File: src/hw/deep_sleep_wake_pkg.sv
// Purpose: constants and carrier types for the deep-sleep wake status block
// Assumes: byte-wide register port, 125 MHz clock
// Notes: register offsets are the byte addresses of the plain register port
package deep_sleep_wake_pkg;

  // register byte addresses
  localparam logic [11:0] ADDR_WAKE_LOW  = 12'hf4a;
  localparam logic [11:0] ADDR_WAKE_HIGH = 12'hf4b;
  localparam logic [11:0] ADDR_SCRATCH0  = 12'hf4e;
  localparam logic [11:0] ADDR_SCRATCH1  = 12'hf4f;
  localparam logic [11:0] ADDR_WDT_CTRL  = 12'hf50;

  // wake_status_low field positions
  localparam int BIT_FAULT = 7;
  localparam int BIT_ULP   = 5;
  localparam int BIT_WDT   = 4;
  localparam int BIT_RTC   = 3;
  localparam int BIT_RSTPIN = 2;
  localparam int BIT_POR   = 0;
  // wake_status_high field position
  localparam int BIT_IOC   = 0;
  // watchdog_control_reg field positions
  localparam int BIT_LEVEL = 5;
  localparam int BIT_MODEN = 1;
  localparam int BIT_SINKEN = 0;

  // implemented bit masks and reset values
  localparam logic [7:0] MASK_WAKE_LOW  = 8'hbd;
  localparam logic [7:0] MASK_WAKE_HIGH = 8'h01;
  localparam logic [7:0] MASK_WDT_CTRL  = 8'h23;
  localparam logic [7:0] RST_WAKE_LOW   = 8'h01;
  localparam logic [7:0] RST_WAKE_HIGH  = 8'h00;
  localparam logic [7:0] RST_WDT_CTRL   = 8'h00;
  localparam logic [7:0] RST_SCRATCH    = 8'h00;

  // power modes of the core
  typedef enum logic [1:0] {
    MODE_RUN,
    MODE_SLEEP,
    MODE_DEEP
  } power_mode_t;

  // register port request
  typedef struct packed {
    logic [11:0] addr;
    logic [7:0]  wdata;
    logic        wr;
    logic        rd;
  } reg_req_t;

  // wake event sources, all synchronised
  typedef struct packed {
    logic fault;
    logic ulp;
    logic wdt;
    logic rtc;
    logic rstPin;
    logic ioc;
  } wake_src_t;

endpackage : deep_sleep_wake_pkg

File: src/hw/sync_bits.sv
// Purpose: two-flop synchroniser for a group of level inputs
// Assumes: inputs asynchronous to clk
// Notes: first stage is read by the second stage only
`timescale 1ns/10ps
`default_nettype none
module sync_bits #(
  parameter int W = 1
) (
  input  wire logic         clk,
  input  wire logic         resetn,
  input  wire logic [W-1:0] asyncIn,
  output var  logic [W-1:0] syncOut
);
  // state of the synchroniser
  typedef struct packed {
    logic [W-1:0] meta;
    logic [W-1:0] stable;
  } sync_state_t;
  sync_state_t state;
  sync_state_t next_state;

  // shift the two stages
  always_comb begin
    next_state.meta   = asyncIn;
    next_state.stable = state.meta;
  end

  // register the stages
  always_ff @(posedge clk or negedge resetn) begin
    if (!resetn) begin
      state <= '0;
    end else begin
      state <= next_state;
    end
  end

  assign syncOut = state.stable;
endmodule : sync_bits
`default_nettype wire

File: src/hw/wake_first_select.sv
// Purpose: picks the first wake source to assert during deep sleep
// Assumes: sources synchronised, armed rises when deep sleep starts
// Notes: simultaneous sources resolve by fixed priority, fault first
`timescale 1ns/10ps
`default_nettype none
module wake_first_select (
  input  wire logic                           clk,
  input  wire logic                           resetn,
  input  wire logic                           armed,
  input  wire deep_sleep_wake_pkg::wake_src_t src,
  output var  deep_sleep_wake_pkg::wake_src_t first
);
  // latch: which source was first, and whether one was taken
  typedef struct packed {
    deep_sleep_wake_pkg::wake_src_t pick;
    logic                           taken;
  } first_state_t;
  first_state_t state;
  first_state_t next_state;

  // one-hot priority pick of the active sources
  function automatic deep_sleep_wake_pkg::wake_src_t onehot(
    input deep_sleep_wake_pkg::wake_src_t s);
    deep_sleep_wake_pkg::wake_src_t r;
    r = '0;
    if (s.fault) begin
      r.fault = 1'b1;
    end else if (s.ulp) begin
      r.ulp = 1'b1;
    end else if (s.wdt) begin
      r.wdt = 1'b1;
    end else if (s.rtc) begin
      r.rtc = 1'b1;
    end else if (s.rstPin) begin
      r.rstPin = 1'b1;
    end else if (s.ioc) begin
      r.ioc = 1'b1;
    end
    return r;
  endfunction : onehot

  always_comb begin
    next_state = state;
    if (!armed) begin
      // cleared whenever deep sleep is not running
      next_state = '0;
    end else if (!state.taken && (src != '0)) begin
      next_state.pick  = onehot(src);
      next_state.taken = 1'b1;
    end
  end

  // register the latch
  always_ff @(posedge clk or negedge resetn) begin
    if (!resetn) begin
      state <= '0;
    end else begin
      state <= next_state;
    end
  end

  assign first = state.pick;

  a_first_onehot: assert property (@(posedge clk) disable iff (!resetn)
    $onehot0(state.pick))
    else $error("more than one wake source latched");
  a_first_holds: assert property (@(posedge clk) disable iff (!resetn)
    (state.taken && armed) |=> $stable(state.pick))
    else $error("latched wake source changed");
endmodule : wake_first_select
`default_nettype wire

File: src/hw/deep_sleep_wake_status.sv
// Purpose: deep-sleep retention scratch, wake-source log, pin discharge wake-up
// Assumes: register port on clk; event inputs come from other clock domains
// Notes: porEvent is the supply power-on event; resetn is the core reset
`timescale 1ns/10ps
`default_nettype none
module deep_sleep_wake_status (
  input  wire logic                          clk,
  input  wire logic                          resetn,
  input  wire deep_sleep_wake_pkg::reg_req_t regReq,
  output var  logic [7:0]                    rdata,
  input  wire logic                          sleepReq,
  input  wire logic                          deepSleepReq,
  input  wire logic                          porEvent,
  input  wire logic                          coreBrownout,
  input  wire logic                          sleepBrownout,
  input  wire logic                          sleepBrownoutEnable,
  input  wire logic                          faultDetect,
  input  wire logic                          watchdogTimeout,
  input  wire logic                          alarmEvent,
  input  wire logic                          resetPinEvent,
  input  wire logic                          iocEvent,
  input  wire logic                          wakeDischargePinIn,
  output var  logic                          wakeDischargePinOut,
  output var  logic                          wakeDischargePinOe,
  output var  logic                          dischargeWakeOutput,
  output var  logic                          coreWake,
  output var  logic                          porSequenceReq,
  output var  logic                          inDeepSleep
);
  // all state of the block
  typedef struct packed {
    deep_sleep_wake_pkg::power_mode_t mode;       // current power mode
    logic [7:0]                       wakeLow;    // wake_status_low
    logic [7:0]                       wakeHigh;   // wake_status_high
    logic [7:0]                       scratch0;   // persistent_scratch_0
    logic [7:0]                       scratch1;   // persistent_scratch_1
    logic [7:0]                       wdtCtrl;    // watchdog_control_reg
    logic [7:0]                       rdata;      // read answer
    logic                             sinkOn;     // pin sink drive
    logic                             wakeOut;    // remappable wake output
    logic                             coreWake;   // wake pulse to core
    logic                             porReq;     // power-on sequence pulse
    logic                             deepOut;    // deep sleep running flag
  } blk_state_t;
  blk_state_t state;
  blk_state_t next_state;

  // synchronised asynchronous inputs
  logic [10:0]                    syncVec;
  deep_sleep_wake_pkg::wake_src_t srcNow;      // sources seen in deep sleep
  deep_sleep_wake_pkg::wake_src_t firstSrc;    // first source latched
  logic                           pinLow;      // pin below input-low level
  logic                           porSync;     // supply power-on event
  logic                           supplyLoss;  // scratch contents lost
  logic                           armed;       // deep sleep running

  sync_bits #(.W(11)) u_sync (
    .clk     (clk),
    .resetn  (resetn),
    .asyncIn ({faultDetect, watchdogTimeout, alarmEvent, resetPinEvent, iocEvent,
               wakeDischargePinIn, porEvent, coreBrownout, sleepBrownout,
               sleepBrownoutEnable, 1'b0}),
    .syncOut (syncVec)
  );

  assign pinLow  = ~syncVec[5];
  assign porSync = syncVec[4];
  assign armed   = (state.mode == deep_sleep_wake_pkg::MODE_DEEP);

  assign supplyLoss = porSync
                    | (syncVec[3] & !armed)
                    | (syncVec[2] & syncVec[1] & armed);

  always_comb begin
    srcNow        = '0;
    srcNow.fault  = syncVec[10];
    srcNow.wdt    = syncVec[9];
    srcNow.rtc    = syncVec[8];
    srcNow.rstPin = syncVec[7];
    srcNow.ioc    = syncVec[6];
    srcNow.ulp    = pinLow & state.wdtCtrl[deep_sleep_wake_pkg::BIT_MODEN];
    if (!armed) begin
      srcNow = '0;
    end
  end

  wake_first_select u_first (
    .clk    (clk),
    .resetn (resetn),
    .armed  (armed),
    .src    (srcNow),
    .first  (firstSrc)
  );

  // unimplemented bits zero
  // read mux, unimplemented bits masked to zero
  function automatic logic [7:0] read_reg(input logic [11:0] a, input blk_state_t s);
    logic [7:0] v;
    v = 8'h00;
    if (a == deep_sleep_wake_pkg::ADDR_WAKE_LOW) begin
      v = s.wakeLow & deep_sleep_wake_pkg::MASK_WAKE_LOW;
    end else if (a == deep_sleep_wake_pkg::ADDR_WAKE_HIGH) begin
      v = s.wakeHigh & deep_sleep_wake_pkg::MASK_WAKE_HIGH;
    end else if (a == deep_sleep_wake_pkg::ADDR_SCRATCH0) begin
      v = s.scratch0;
    end else if (a == deep_sleep_wake_pkg::ADDR_SCRATCH1) begin
      v = s.scratch1;
    end else if (a == deep_sleep_wake_pkg::ADDR_WDT_CTRL) begin
      v = s.wdtCtrl & deep_sleep_wake_pkg::MASK_WDT_CTRL;
    end
    return v;
  endfunction : read_reg

  // next state of the block
  always_comb begin
    next_state          = state;
    next_state.coreWake = 1'b0;
    next_state.porReq   = 1'b0;

    if (regReq.wr) begin
      if (regReq.addr == deep_sleep_wake_pkg::ADDR_WAKE_LOW) begin
        next_state.wakeLow = regReq.wdata & deep_sleep_wake_pkg::MASK_WAKE_LOW;
      end else if (regReq.addr == deep_sleep_wake_pkg::ADDR_WAKE_HIGH) begin
        next_state.wakeHigh = regReq.wdata & deep_sleep_wake_pkg::MASK_WAKE_HIGH;
      end else if (regReq.addr == deep_sleep_wake_pkg::ADDR_SCRATCH0) begin
        next_state.scratch0 = regReq.wdata;
      end else if (regReq.addr == deep_sleep_wake_pkg::ADDR_SCRATCH1) begin
        next_state.scratch1 = regReq.wdata;
      end else if (regReq.addr == deep_sleep_wake_pkg::ADDR_WDT_CTRL) begin
        next_state.wdtCtrl = regReq.wdata & deep_sleep_wake_pkg::MASK_WDT_CTRL;
      end
    end

    // read answer stands one cycle after the strobe
    next_state.rdata = regReq.rd ? read_reg(regReq.addr, state) : 8'h00;

    // power mode sequencing
    case (state.mode)
      deep_sleep_wake_pkg::MODE_RUN: begin
        if (deepSleepReq) begin
          next_state.mode = deep_sleep_wake_pkg::MODE_DEEP;
        end else if (sleepReq) begin
          next_state.mode = deep_sleep_wake_pkg::MODE_SLEEP;
        end
      end
      deep_sleep_wake_pkg::MODE_SLEEP: begin
        if (pinLow && state.wdtCtrl[deep_sleep_wake_pkg::BIT_MODEN]) begin
          next_state.mode     = deep_sleep_wake_pkg::MODE_RUN;
          next_state.coreWake = 1'b1;
          next_state.wdtCtrl[deep_sleep_wake_pkg::BIT_LEVEL] = 1'b1;
        end else if (srcNow != '0 || syncVec[6]) begin
          next_state.mode     = deep_sleep_wake_pkg::MODE_RUN;
          next_state.coreWake = 1'b1;
        end
      end
      deep_sleep_wake_pkg::MODE_DEEP: begin
        if (firstSrc != '0) begin
          next_state.mode   = deep_sleep_wake_pkg::MODE_RUN;
          next_state.porReq = 1'b1;
          if (firstSrc.fault) next_state.wakeLow[deep_sleep_wake_pkg::BIT_FAULT] = 1'b1;
          if (firstSrc.ulp) next_state.wakeLow[deep_sleep_wake_pkg::BIT_ULP] = 1'b1;
          if (firstSrc.wdt) next_state.wakeLow[deep_sleep_wake_pkg::BIT_WDT] = 1'b1;
          if (firstSrc.rtc) next_state.wakeLow[deep_sleep_wake_pkg::BIT_RTC] = 1'b1;
          if (firstSrc.rstPin) next_state.wakeLow[deep_sleep_wake_pkg::BIT_RSTPIN] = 1'b1;
          if (firstSrc.ioc) next_state.wakeHigh[deep_sleep_wake_pkg::BIT_IOC] = 1'b1;
        end
      end
      default: begin
        next_state.mode = deep_sleep_wake_pkg::MODE_RUN;
      end
    endcase

    // power-on flag, set wins over write
    if (porSync) begin
      next_state.wakeLow[deep_sleep_wake_pkg::BIT_POR] = 1'b1;
    end

    if (supplyLoss) begin
      next_state.scratch0 = deep_sleep_wake_pkg::RST_SCRATCH;
      next_state.scratch1 = deep_sleep_wake_pkg::RST_SCRATCH;
    end

    next_state.sinkOn = next_state.wdtCtrl[deep_sleep_wake_pkg::BIT_MODEN]
                      & next_state.wdtCtrl[deep_sleep_wake_pkg::BIT_SINKEN];

    // wake output only from sleep
    // follows the mode before the wake, so it shows as the core wakes
    next_state.wakeOut = (state.mode == deep_sleep_wake_pkg::MODE_SLEEP)
                       & state.wdtCtrl[deep_sleep_wake_pkg::BIT_MODEN] & pinLow;

    // deep sleep indication kept in a flop for the output
    next_state.deepOut = (next_state.mode == deep_sleep_wake_pkg::MODE_DEEP);
  end

  // register the block state
  always_ff @(posedge clk or negedge resetn) begin
    if (!resetn) begin
      state          <= '0;
      state.mode     <= deep_sleep_wake_pkg::MODE_RUN;
      state.wakeLow  <= deep_sleep_wake_pkg::RST_WAKE_LOW;
      state.wakeHigh <= deep_sleep_wake_pkg::RST_WAKE_HIGH;
      state.wdtCtrl  <= deep_sleep_wake_pkg::RST_WDT_CTRL;
      state.scratch0 <= deep_sleep_wake_pkg::RST_SCRATCH;
      state.scratch1 <= deep_sleep_wake_pkg::RST_SCRATCH;
    end else begin
      state <= next_state;
    end
  end

  // outputs straight from flops, pin output tied low
  assign rdata               = state.rdata;
  assign wakeDischargePinOut = 1'b0;
  assign wakeDischargePinOe  = state.sinkOn;
  assign dischargeWakeOutput = state.wakeOut;
  assign coreWake            = state.coreWake;
  assign porSequenceReq      = state.porReq;
  assign inDeepSleep         = state.deepOut;

  // checks next to the logic
  a_sink_enables: assert property (@(posedge clk) disable iff (!resetn)
    state.sinkOn |-> (state.wdtCtrl[1] && state.wdtCtrl[0]))
    else $error("pin sinks without both enables");
  a_unimpl_zero: assert property (@(posedge clk) disable iff (!resetn)
    ((state.wakeLow & 8'h42) == 8'h00) && ((state.wakeHigh & 8'hfe) == 8'h00))
    else $error("unimplemented wake bit set");
  a_por_flag: assert property (@(posedge clk) disable iff (!resetn)
    porSync |=> state.wakeLow[0])
    else $error("power-on flag not set");
  a_fault_exit: assert property (@(posedge clk) disable iff (!resetn)
    (armed && firstSrc.fault) |=> (state.porReq && state.wakeLow[7] && !armed))
    else $error("fault did not leave deep sleep");
  a_ulp_flag: assert property (@(posedge clk) disable iff (!resetn)
    (armed && firstSrc.ulp) |=> state.wakeLow[5])
    else $error("pin discharge flag missing");
  a_wdt_flag: assert property (@(posedge clk) disable iff (!resetn)
    (armed && firstSrc.wdt) |=> state.wakeLow[4])
    else $error("watchdog flag missing");
  a_rtc_flag: assert property (@(posedge clk) disable iff (!resetn)
    (armed && firstSrc.rtc) |=> state.wakeLow[3])
    else $error("alarm flag missing");
  a_rst_flag: assert property (@(posedge clk) disable iff (!resetn)
    (armed && firstSrc.rstPin) |=> state.wakeLow[2])
    else $error("reset pin flag missing");
  a_ioc_flag: assert property (@(posedge clk) disable iff (!resetn)
    (armed && firstSrc.ioc) |=> state.wakeHigh[0])
    else $error("ioc flag missing");
  a_sleep_wake: assert property (@(posedge clk) disable iff (!resetn)
    (state.mode == deep_sleep_wake_pkg::MODE_SLEEP && pinLow && state.wdtCtrl[1])
    |=> (state.coreWake && state.wdtCtrl[5]))
    else $error("sleep wake did not set level flag");
  a_scratch_keep: assert property (@(posedge clk) disable iff (!resetn)
    (!regReq.wr && !supplyLoss) |=> $stable(state.scratch0))
    else $error("scratch changed without cause");

  // scratch bytes take a write unless the supply is lost the same cycle
  a_scratch_write: assert property (@(posedge clk) disable iff (!resetn)
    (regReq.wr && regReq.addr == deep_sleep_wake_pkg::ADDR_SCRATCH1 && !supplyLoss)
    |=> (state.scratch1 == $past(regReq.wdata)))
    else $error("scratch write lost");

  // a supply loss event wipes both scratch bytes
  a_scratch_loss: assert property (@(posedge clk) disable iff (!resetn)
    supplyLoss |=> (state.scratch0 == deep_sleep_wake_pkg::RST_SCRATCH
                    && state.scratch1 == deep_sleep_wake_pkg::RST_SCRATCH))
    else $error("scratch kept through supply loss");

  // outside deep sleep the high byte moves only by a write
  a_ioc_deep_only: assert property (@(posedge clk) disable iff (!resetn)
    (!armed && !regReq.wr) |=> $stable(state.wakeHigh))
    else $error("ioc flag changed outside deep sleep");

  // the wake output rises only from sleep with a low pin
  a_wake_out_sleep: assert property (@(posedge clk) disable iff (!resetn)
    (state.mode != deep_sleep_wake_pkg::MODE_SLEEP) |=> !state.wakeOut)
    else $error("wake output outside sleep");
  a_wake_out_rise: assert property (@(posedge clk) disable iff (!resetn)
    (state.mode == deep_sleep_wake_pkg::MODE_SLEEP && pinLow
     && state.wdtCtrl[deep_sleep_wake_pkg::BIT_MODEN]) |=> state.wakeOut)
    else $error("wake output missing in sleep");

  // unimplemented high bits never reach the read answer
  a_high_read_zero: assert property (@(posedge clk) disable iff (!resetn)
    (regReq.rd && regReq.addr == deep_sleep_wake_pkg::ADDR_WAKE_HIGH)
    |=> ((state.rdata & ~deep_sleep_wake_pkg::MASK_WAKE_HIGH) == 8'h00))
    else $error("unimplemented high bit read as one");

  // the deep-sleep exit pulse lasts a single cycle
  a_exit_pulse: assert property (@(posedge clk) disable iff (!resetn)
    state.porReq |=> !state.porReq)
    else $error("exit pulse longer than one cycle");
endmodule : deep_sleep_wake_status
`default_nettype wire

File: config.mk
export PLATFORM = sky130hd
export DESIGN_NAME = deep_sleep_wake_status
export DESIGN_NICKNAME = d
export VERILOG_FILES = /design/src/hw/deep_sleep_wake_pkg.sv /design/src/hw/sync_bits.sv /design/src/hw/wake_first_select.sv /design/src/hw/deep_sleep_wake_status.sv
export SDC_FILE = /design/constraint.sdc
export NUM_CORES = 1
export LEC_CHECK = 0
export BUFFER_PORTS_ARGS = -buffer_cell sky130_fd_sc_hd__buf_4
export CORE_AREA = 2 2 82 84
export CTS_CLUSTER_DIAMETER = 200
export DETAILED_ROUTE_END_ITERATION = 10
export DIE_AREA = 0 0 84 86
export GPL_ROUTABILITY_DRIVEN = 0
export HOLD_SLACK_MARGIN = 0.05
export PLACE_DENSITY = 0.76
export SYNTH_ARGS = -nofsm -noshare
export SYNTH_HDL_FRONTEND = slang
export SYNTH_SLANG_ARGS = --single-unit
File: constraint.sdc
create_clock -name clk -period 3.25 [get_ports clk]
set_input_delay 0.1625 -clock clk [delete_from_list [all_inputs] [get_ports clk]]
set_output_delay 0.1625 -clock clk [all_outputs]
set_load 0.01 [all_outputs]
==> After elaboration in Yosys (flattened, before gate mapping) <==
Index checks and enable logic that the tools add are counted.
{ "word_totals": {"regBits": 68, "in_bits": 36, "out_inout_bits": 14, "elab_cells": 116} }
{ "op_classes": {"n_eq_ne": 12, "muxes": 56, "bitwise_logic": 10, "reduce_logical": 16} }
{ "op_table": {"columns": ["operator", "n"], "rows": [
  ["$mux 8", 8],
  ["$eq 12x12->1 const B", 5],
  ["$mux 40", 1],
  ["$mux 16", 2],
  ["$mux 32", 1],
  ["$mux 1", 25],
  ["$mux 24", 1],
  ["$mux 6", 4],
  ["$mux 7", 2],
  ["$mux 4", 3],
  ["$reduce_bool 6->1", 2],
  ["$mux 2", 5],
  ["$reduce_bool 2->1", 5],
  ["$and 1x1->1", 7],
  ["$mux 3", 2],
  ["$ne 2x2->1 const B", 3],
  ["$pmux 2 s3", 1],
  ["$mux 5", 1],
  ["$reduce_and 5->1", 1],
  ["$eq 2x2->1 const B", 2],
  ["$reduce_and 4->1", 1],
  ["$eq 2x1->1 const B", 1],
  ["$logic_and 1x1->1", 2],
  ["$logic_not 1->1", 2],
  ["6 further kinds", 7]
]} }

==> Logic depth before layout (Yosys ltp) <==
{ "logic_depth": {"depth_word": 11, "depth_mapped": 7, "ltp_nobuf": 5} }

==> By module <==
Synthesis repeated with hierarchy kept, for this count alone.
{ "hier_totals": {"hier_cells": 287, "area_unflattened_um2": 3039.2} }
{ "by_module_without_submodules": {"columns": ["module", "instances", "cells_each", "area_each_um2", "seq_area_each_um2"], "rows": [
  ["deep_sleep_wake_status", 1, 220, 2073.2, 1027.2],
  ["sync_bits", 1, 22, 550.5, 550.5],
  ["wake_first_select", 1, 45, 415.4, 175.2]
]} }

==> Worst setup path before layout <==
OpenSTA, ideal clock, no wires.
{ "synth_timing": {"path_type": "input to register", "start": "input regReq[15] (netlist bit)", "end": "register state[21] (netlist bit)", "setup_ps": 136, "t_arrival_ps": 1782, "slack_ps": 1332, "cell_stages": 6, "n_path_buf": 1, "path_cell_list": "or3b_1 > or2_1 > buf_6 > nor4_4 > mux2i_1 > nor2_2"} }
{ "synth_between": {"elab_chain_cells": 3} }
{ "synth_rtl": {"columns": ["element", "line_no", "rtl"], "rows": [
  ["from (decl)", "deep_sleep_wake_status.sv:9", "input wire deep_sleep_wake_pkg::reg_req_t regReq,"],
  ["$eq 12x12->1, on equally long branches", null, null],
  ["$ne 2x2->1 (no line) or $reduce_bool 2->1 (tied branches)", null, null],
  ["$reduce_and 5->1 (no line) (*)", null, null],
  ["to (signal assigned)", "deep_sleep_wake_status.sv:206", "state <= next_state;"],
  ["to (decl)", "deep_sleep_wake_status.sv:45", "blk_state_t state;"]
]} }
Every way passes the cells marked *; elsewhere a longest branch is shown, timed or not.
A chain may end at the register's enable or synchronous reset.

==> Worst setup path in the final report <==
{ "layout_timing": {"start": "register state[53] (netlist bit)", "end": "register state[33] (netlist bit)"} }
{ "layout_between": {"elab_chain_cells": 7} }
{ "layout_rtl": {"columns": ["element", "line_no", "rtl"], "rows": [
  ["$eq 2x2->1 (*)", "deep_sleep_wake_status.sv:68", "assign armed = (state.mode == deep_sleep_wake_pkg::MODE_DEEP);"],
  ["$logic_not 1->1", null, null],
  ["$and 1x1->1", "deep_sleep_wake_status.sv:71", "| (syncVec[3] & !armed)"],
  ["$or 1x1->1", "deep_sleep_wake_status.sv:71", null],
  ["$or 1x1->1 (*)", "deep_sleep_wake_status.sv:72", "| (syncVec[2] & syncVec[1] & armed);"],
  ["$ne 2x2->1 (no line) or $reduce_bool 2->1 (tied branches)", null, null],
  ["$reduce_and 4->1 (no line)", null, null]
]} }
Marked as above.

==> impl_results.md <==
* Status: finished, final reports clean
* Worst IR drop on VDD at 0.000379 V
* WP buf/inv at 0
* Post-synthesis cell count at 251
* Post-Route WL at 5570 um
* Ys async rst share at 100%
* Initial antenna violation count at 0
* Yosys reg bits at 68
* Total gr overflow at 0
* Post-route setup slack at 1.35 ns
* Worst Min Path Start: regReq[5]
* DRT iter0 DRCs at 105
* Worst Reg-to-Reg Cells at 4
* Static leakage at 1.67 nW
* Critical path's largest stage delay at 0.58 ns
* H-tree depth at 3
* EDFF count, synth at 0
* Initial Utilization at 45.6%
* CP max FO at 16
* Ys flop type: dfrtp_1
* Die Y at 86 um
* Layout cells sized above 1 at 24.9%
* Rel. slew slack at 44.6%
* Die W at 84 um
* Design area at 0.00356 mm^2
* Vias per cell at 5.13
* Core area at 0.00628 mm^2
* Reg-to-Reg Start: state[53]$_DFF_PN0_
* Mapped Area at 0.00286 mm^2
* Antenna diode count at 0
* GRT Total Usage at 16.9%
* Hold path cells at 3
* Worst reg2reg setup slack at 1.35 ns
* Crit path depth at 4
* Post-synthesis sequential area ratio at 59.5%
* Top Ports at 50
* Clk_skew at 0.0104 ns
* Final HPWL DP at 3750 um
* Leading area contributor after synthesis: dfrtp_1
* Worst Setup Slack post-DPL at 0.993 ns
* CP Class: reg2reg
* Slowest cell on the critical path: a211o_1
* Post-synth cell types at 41
* Vias in the first global route at 2,017
* Worst-Skew Late Latency at 0.35 ns
* DP Area at 0.00321 mm^2
* Fin crit period at 1.90 ns
* TritonCTS buffer count at 9
* CTS tree: yes
* Area Growth Syn to Fin at 24.6%
* Yosys warns at 0
* Hold Path End: state[48]$_DFF_PN0_
* Site row count at 29
* CTS Root Cell: clkbuf_8
* Via count at 2,000
* Worst slew pin tran at 0.831 ns
* Mapped Nets at 287
* Top cells by area, synth: dfrtp_1, mux2i_1, nor2_1
* Final Max Slew Viols at 0
* First-pass GRT wire length at 9470 um
* Min-delay worst type: in2reg
* Initial DRT Pass Iterations at 5
* F_max at 0.526 GHz
* Area of the die at 0.00722 mm^2
* Top-area cell type share of the netlist area at 58.6%
* Wire length per cell at 14.3 um
* Final ANT Viol Nets at 0
* Largest net degree at the start of global routing at 69
* # Max-Cap Violations at 0
* Final Util at 56.8%
* Mean post-synth cell area at 11.4 um^2
* Clock-pin slew on the worst setup and hold paths at 0.08 ns
* IO Port Bufs at 48
* Worst-path cell chain: nor2b_1 -> and3_1 -> a211o_1 -> nor2_1
* Arrival time worst endpoint at 2.11 ns
* RSZ-0062 raised after global routing: no
* DRC viols at 0
* Fin crit share at 58.5%
* Clock Sinks at 68
* Final Hold Fails at 0
* Longest Clk Path Bufs at 2
* NumNets Final at 344
* CP endpoint kind: flip-flop
* CP startpoint kind: flip-flop
* Critical path's top delay family: simple AND/OR/NAND/NOR gates
* Final-report setup violation count at 0
* PwrDens at 546 mW/mm^2
* Req. time, crit path at 3.46 ns
* Setup TNS at 0 ns
* Setup bufs post-CTS at 0
* Reg-to-Reg End: state[33]$_DFFE_PN0P_
* Hold Slack at 0.0673 ns
[report_power, final]
group          total [mW]  internal (mW)  switching, mW
sequential          0.934          0.899         0.0344
combinational       0.293          0.124          0.169
clock               0.720          0.397          0.323
[kinds of logic (layout without fill, tap and decap cells)]
group	count (synthesis)	in the layout	share of synthesized area, %
other	1	1	0.131
buffers and inverters	23	85	4.51
AO/OA/AOI/OAI	29	29	6.34
AND/OR/NAND/NOR	96	96	17.5
multiplexers	34	34	12.0
flip-flops	68	68	59.5
[layout make-up]
class                   count  area (um^2)
inverters                   7         26.3
flip-flops and latches     68         1700
fillers                   535         2710
clock buffers              11          151
clock inverters             5         58.8
well taps                  77         96.3
repair buffers             62          500
multi-input cells         160         1030
[worst reg2reg max path, stage by stage, from the launching register on]
cell and delay, ns:
dfrtp_1 0.44, nor2b_1 0.41, and3_1 0.22, a211o_1 0.58, nor2_1 0.13
[cells in the mapped netlist, drive strengths merged (3+ instances only)]
| library cell | number |
|---|---|
| and4 | 3 |
| clkbuf | 3 |
| buf | 13 |
| nand2 | 19 |
| o21ai | 12 |
| dfrtp | 67 |
| inv | 7 |
| mux2i | 32 |
| nand3 | 5 |
| nor3 | 7 |
| nand2b | 6 |
| nor4 | 4 |
| a21oi | 6 |
| nor2 | 39 |
[placed cells by master, fill, tap and decap left out, types with 2 or more instances in the layout]
cell type,count
dfrtp_1,67
buf_4,48
mux2i_1,32
nor2_1,31
nand2_1,19
dlygate4sd3_1,14
o21ai_0,12
clkbuf_8,11
nor2_2,8
nor3_1,7
inv_1,7
a21oi_1,6
nand2b_1,6
nand3_1,5
nor4_1,3
and4_1,3
nor2b_1,2
nor3b_1,2
a2bb2o_1,2
a32oi_1,2
mux2_2,2
a31oi_1,2
clkinvlp_4,2
[worst max-delay path by stage]
stage,from,end,slack (ns)
after global placement,regReq[15],state[24]$_DFFE_PN0P_,1.07
after CTS,state[53]$_DFF_PN0_,state[34]$_DFFE_PN0P_,1.32
final,state[53]$_DFF_PN0_,state[33]$_DFFE_PN0P_,1.35
after global routing,state[53]$_DFF_PN0_,state[33]$_DFFE_PN0P_,1.17
after floorplan,regReq[15],state[21]$_DFFE_PN0P_,1.33
after detailed placement,regReq[15],state[49]$_DFF_PN0_,0.99
[metrics by stage]
step	cells	total power [mW]
finish	390	1.95
global route	390	2.05
CTS	390	1.97
detailed placement	360	1.23
global placement	360	1.23
floorplan	251	1.12
[what timing repair did]
action                                 CTS  global route
endpoints found under the hold margin   80             0
hold buffers                            14             0
gates resized for setup                  0             0
[state kept, by name (all words and copies together), names as in the netlist]
signal / cells
porSequenceReq: 1
u_sync.next_state: 10
rdata: 8
u_first.first: 6
u_sync.syncOut: 10
dischargeWakeOutput: 1
inDeepSleep: 1
wakeDischargePinOe: 1
coreWake: 1
state: 28
u_first.state: 1
[metal layers]
layer | vias up | track usage, % | part of all wire (%)
met4 | 0 | 5.72 | 1.2
met5 | - | 0 | 0
met3 | 9 | 5.97 | 5.5
met2 | 52 | 28.0 | 49
li1 | 973 | - | -
met1 | 966 | 20.9 | 44
Note: power is estimated with default switching activity, not from simulation.
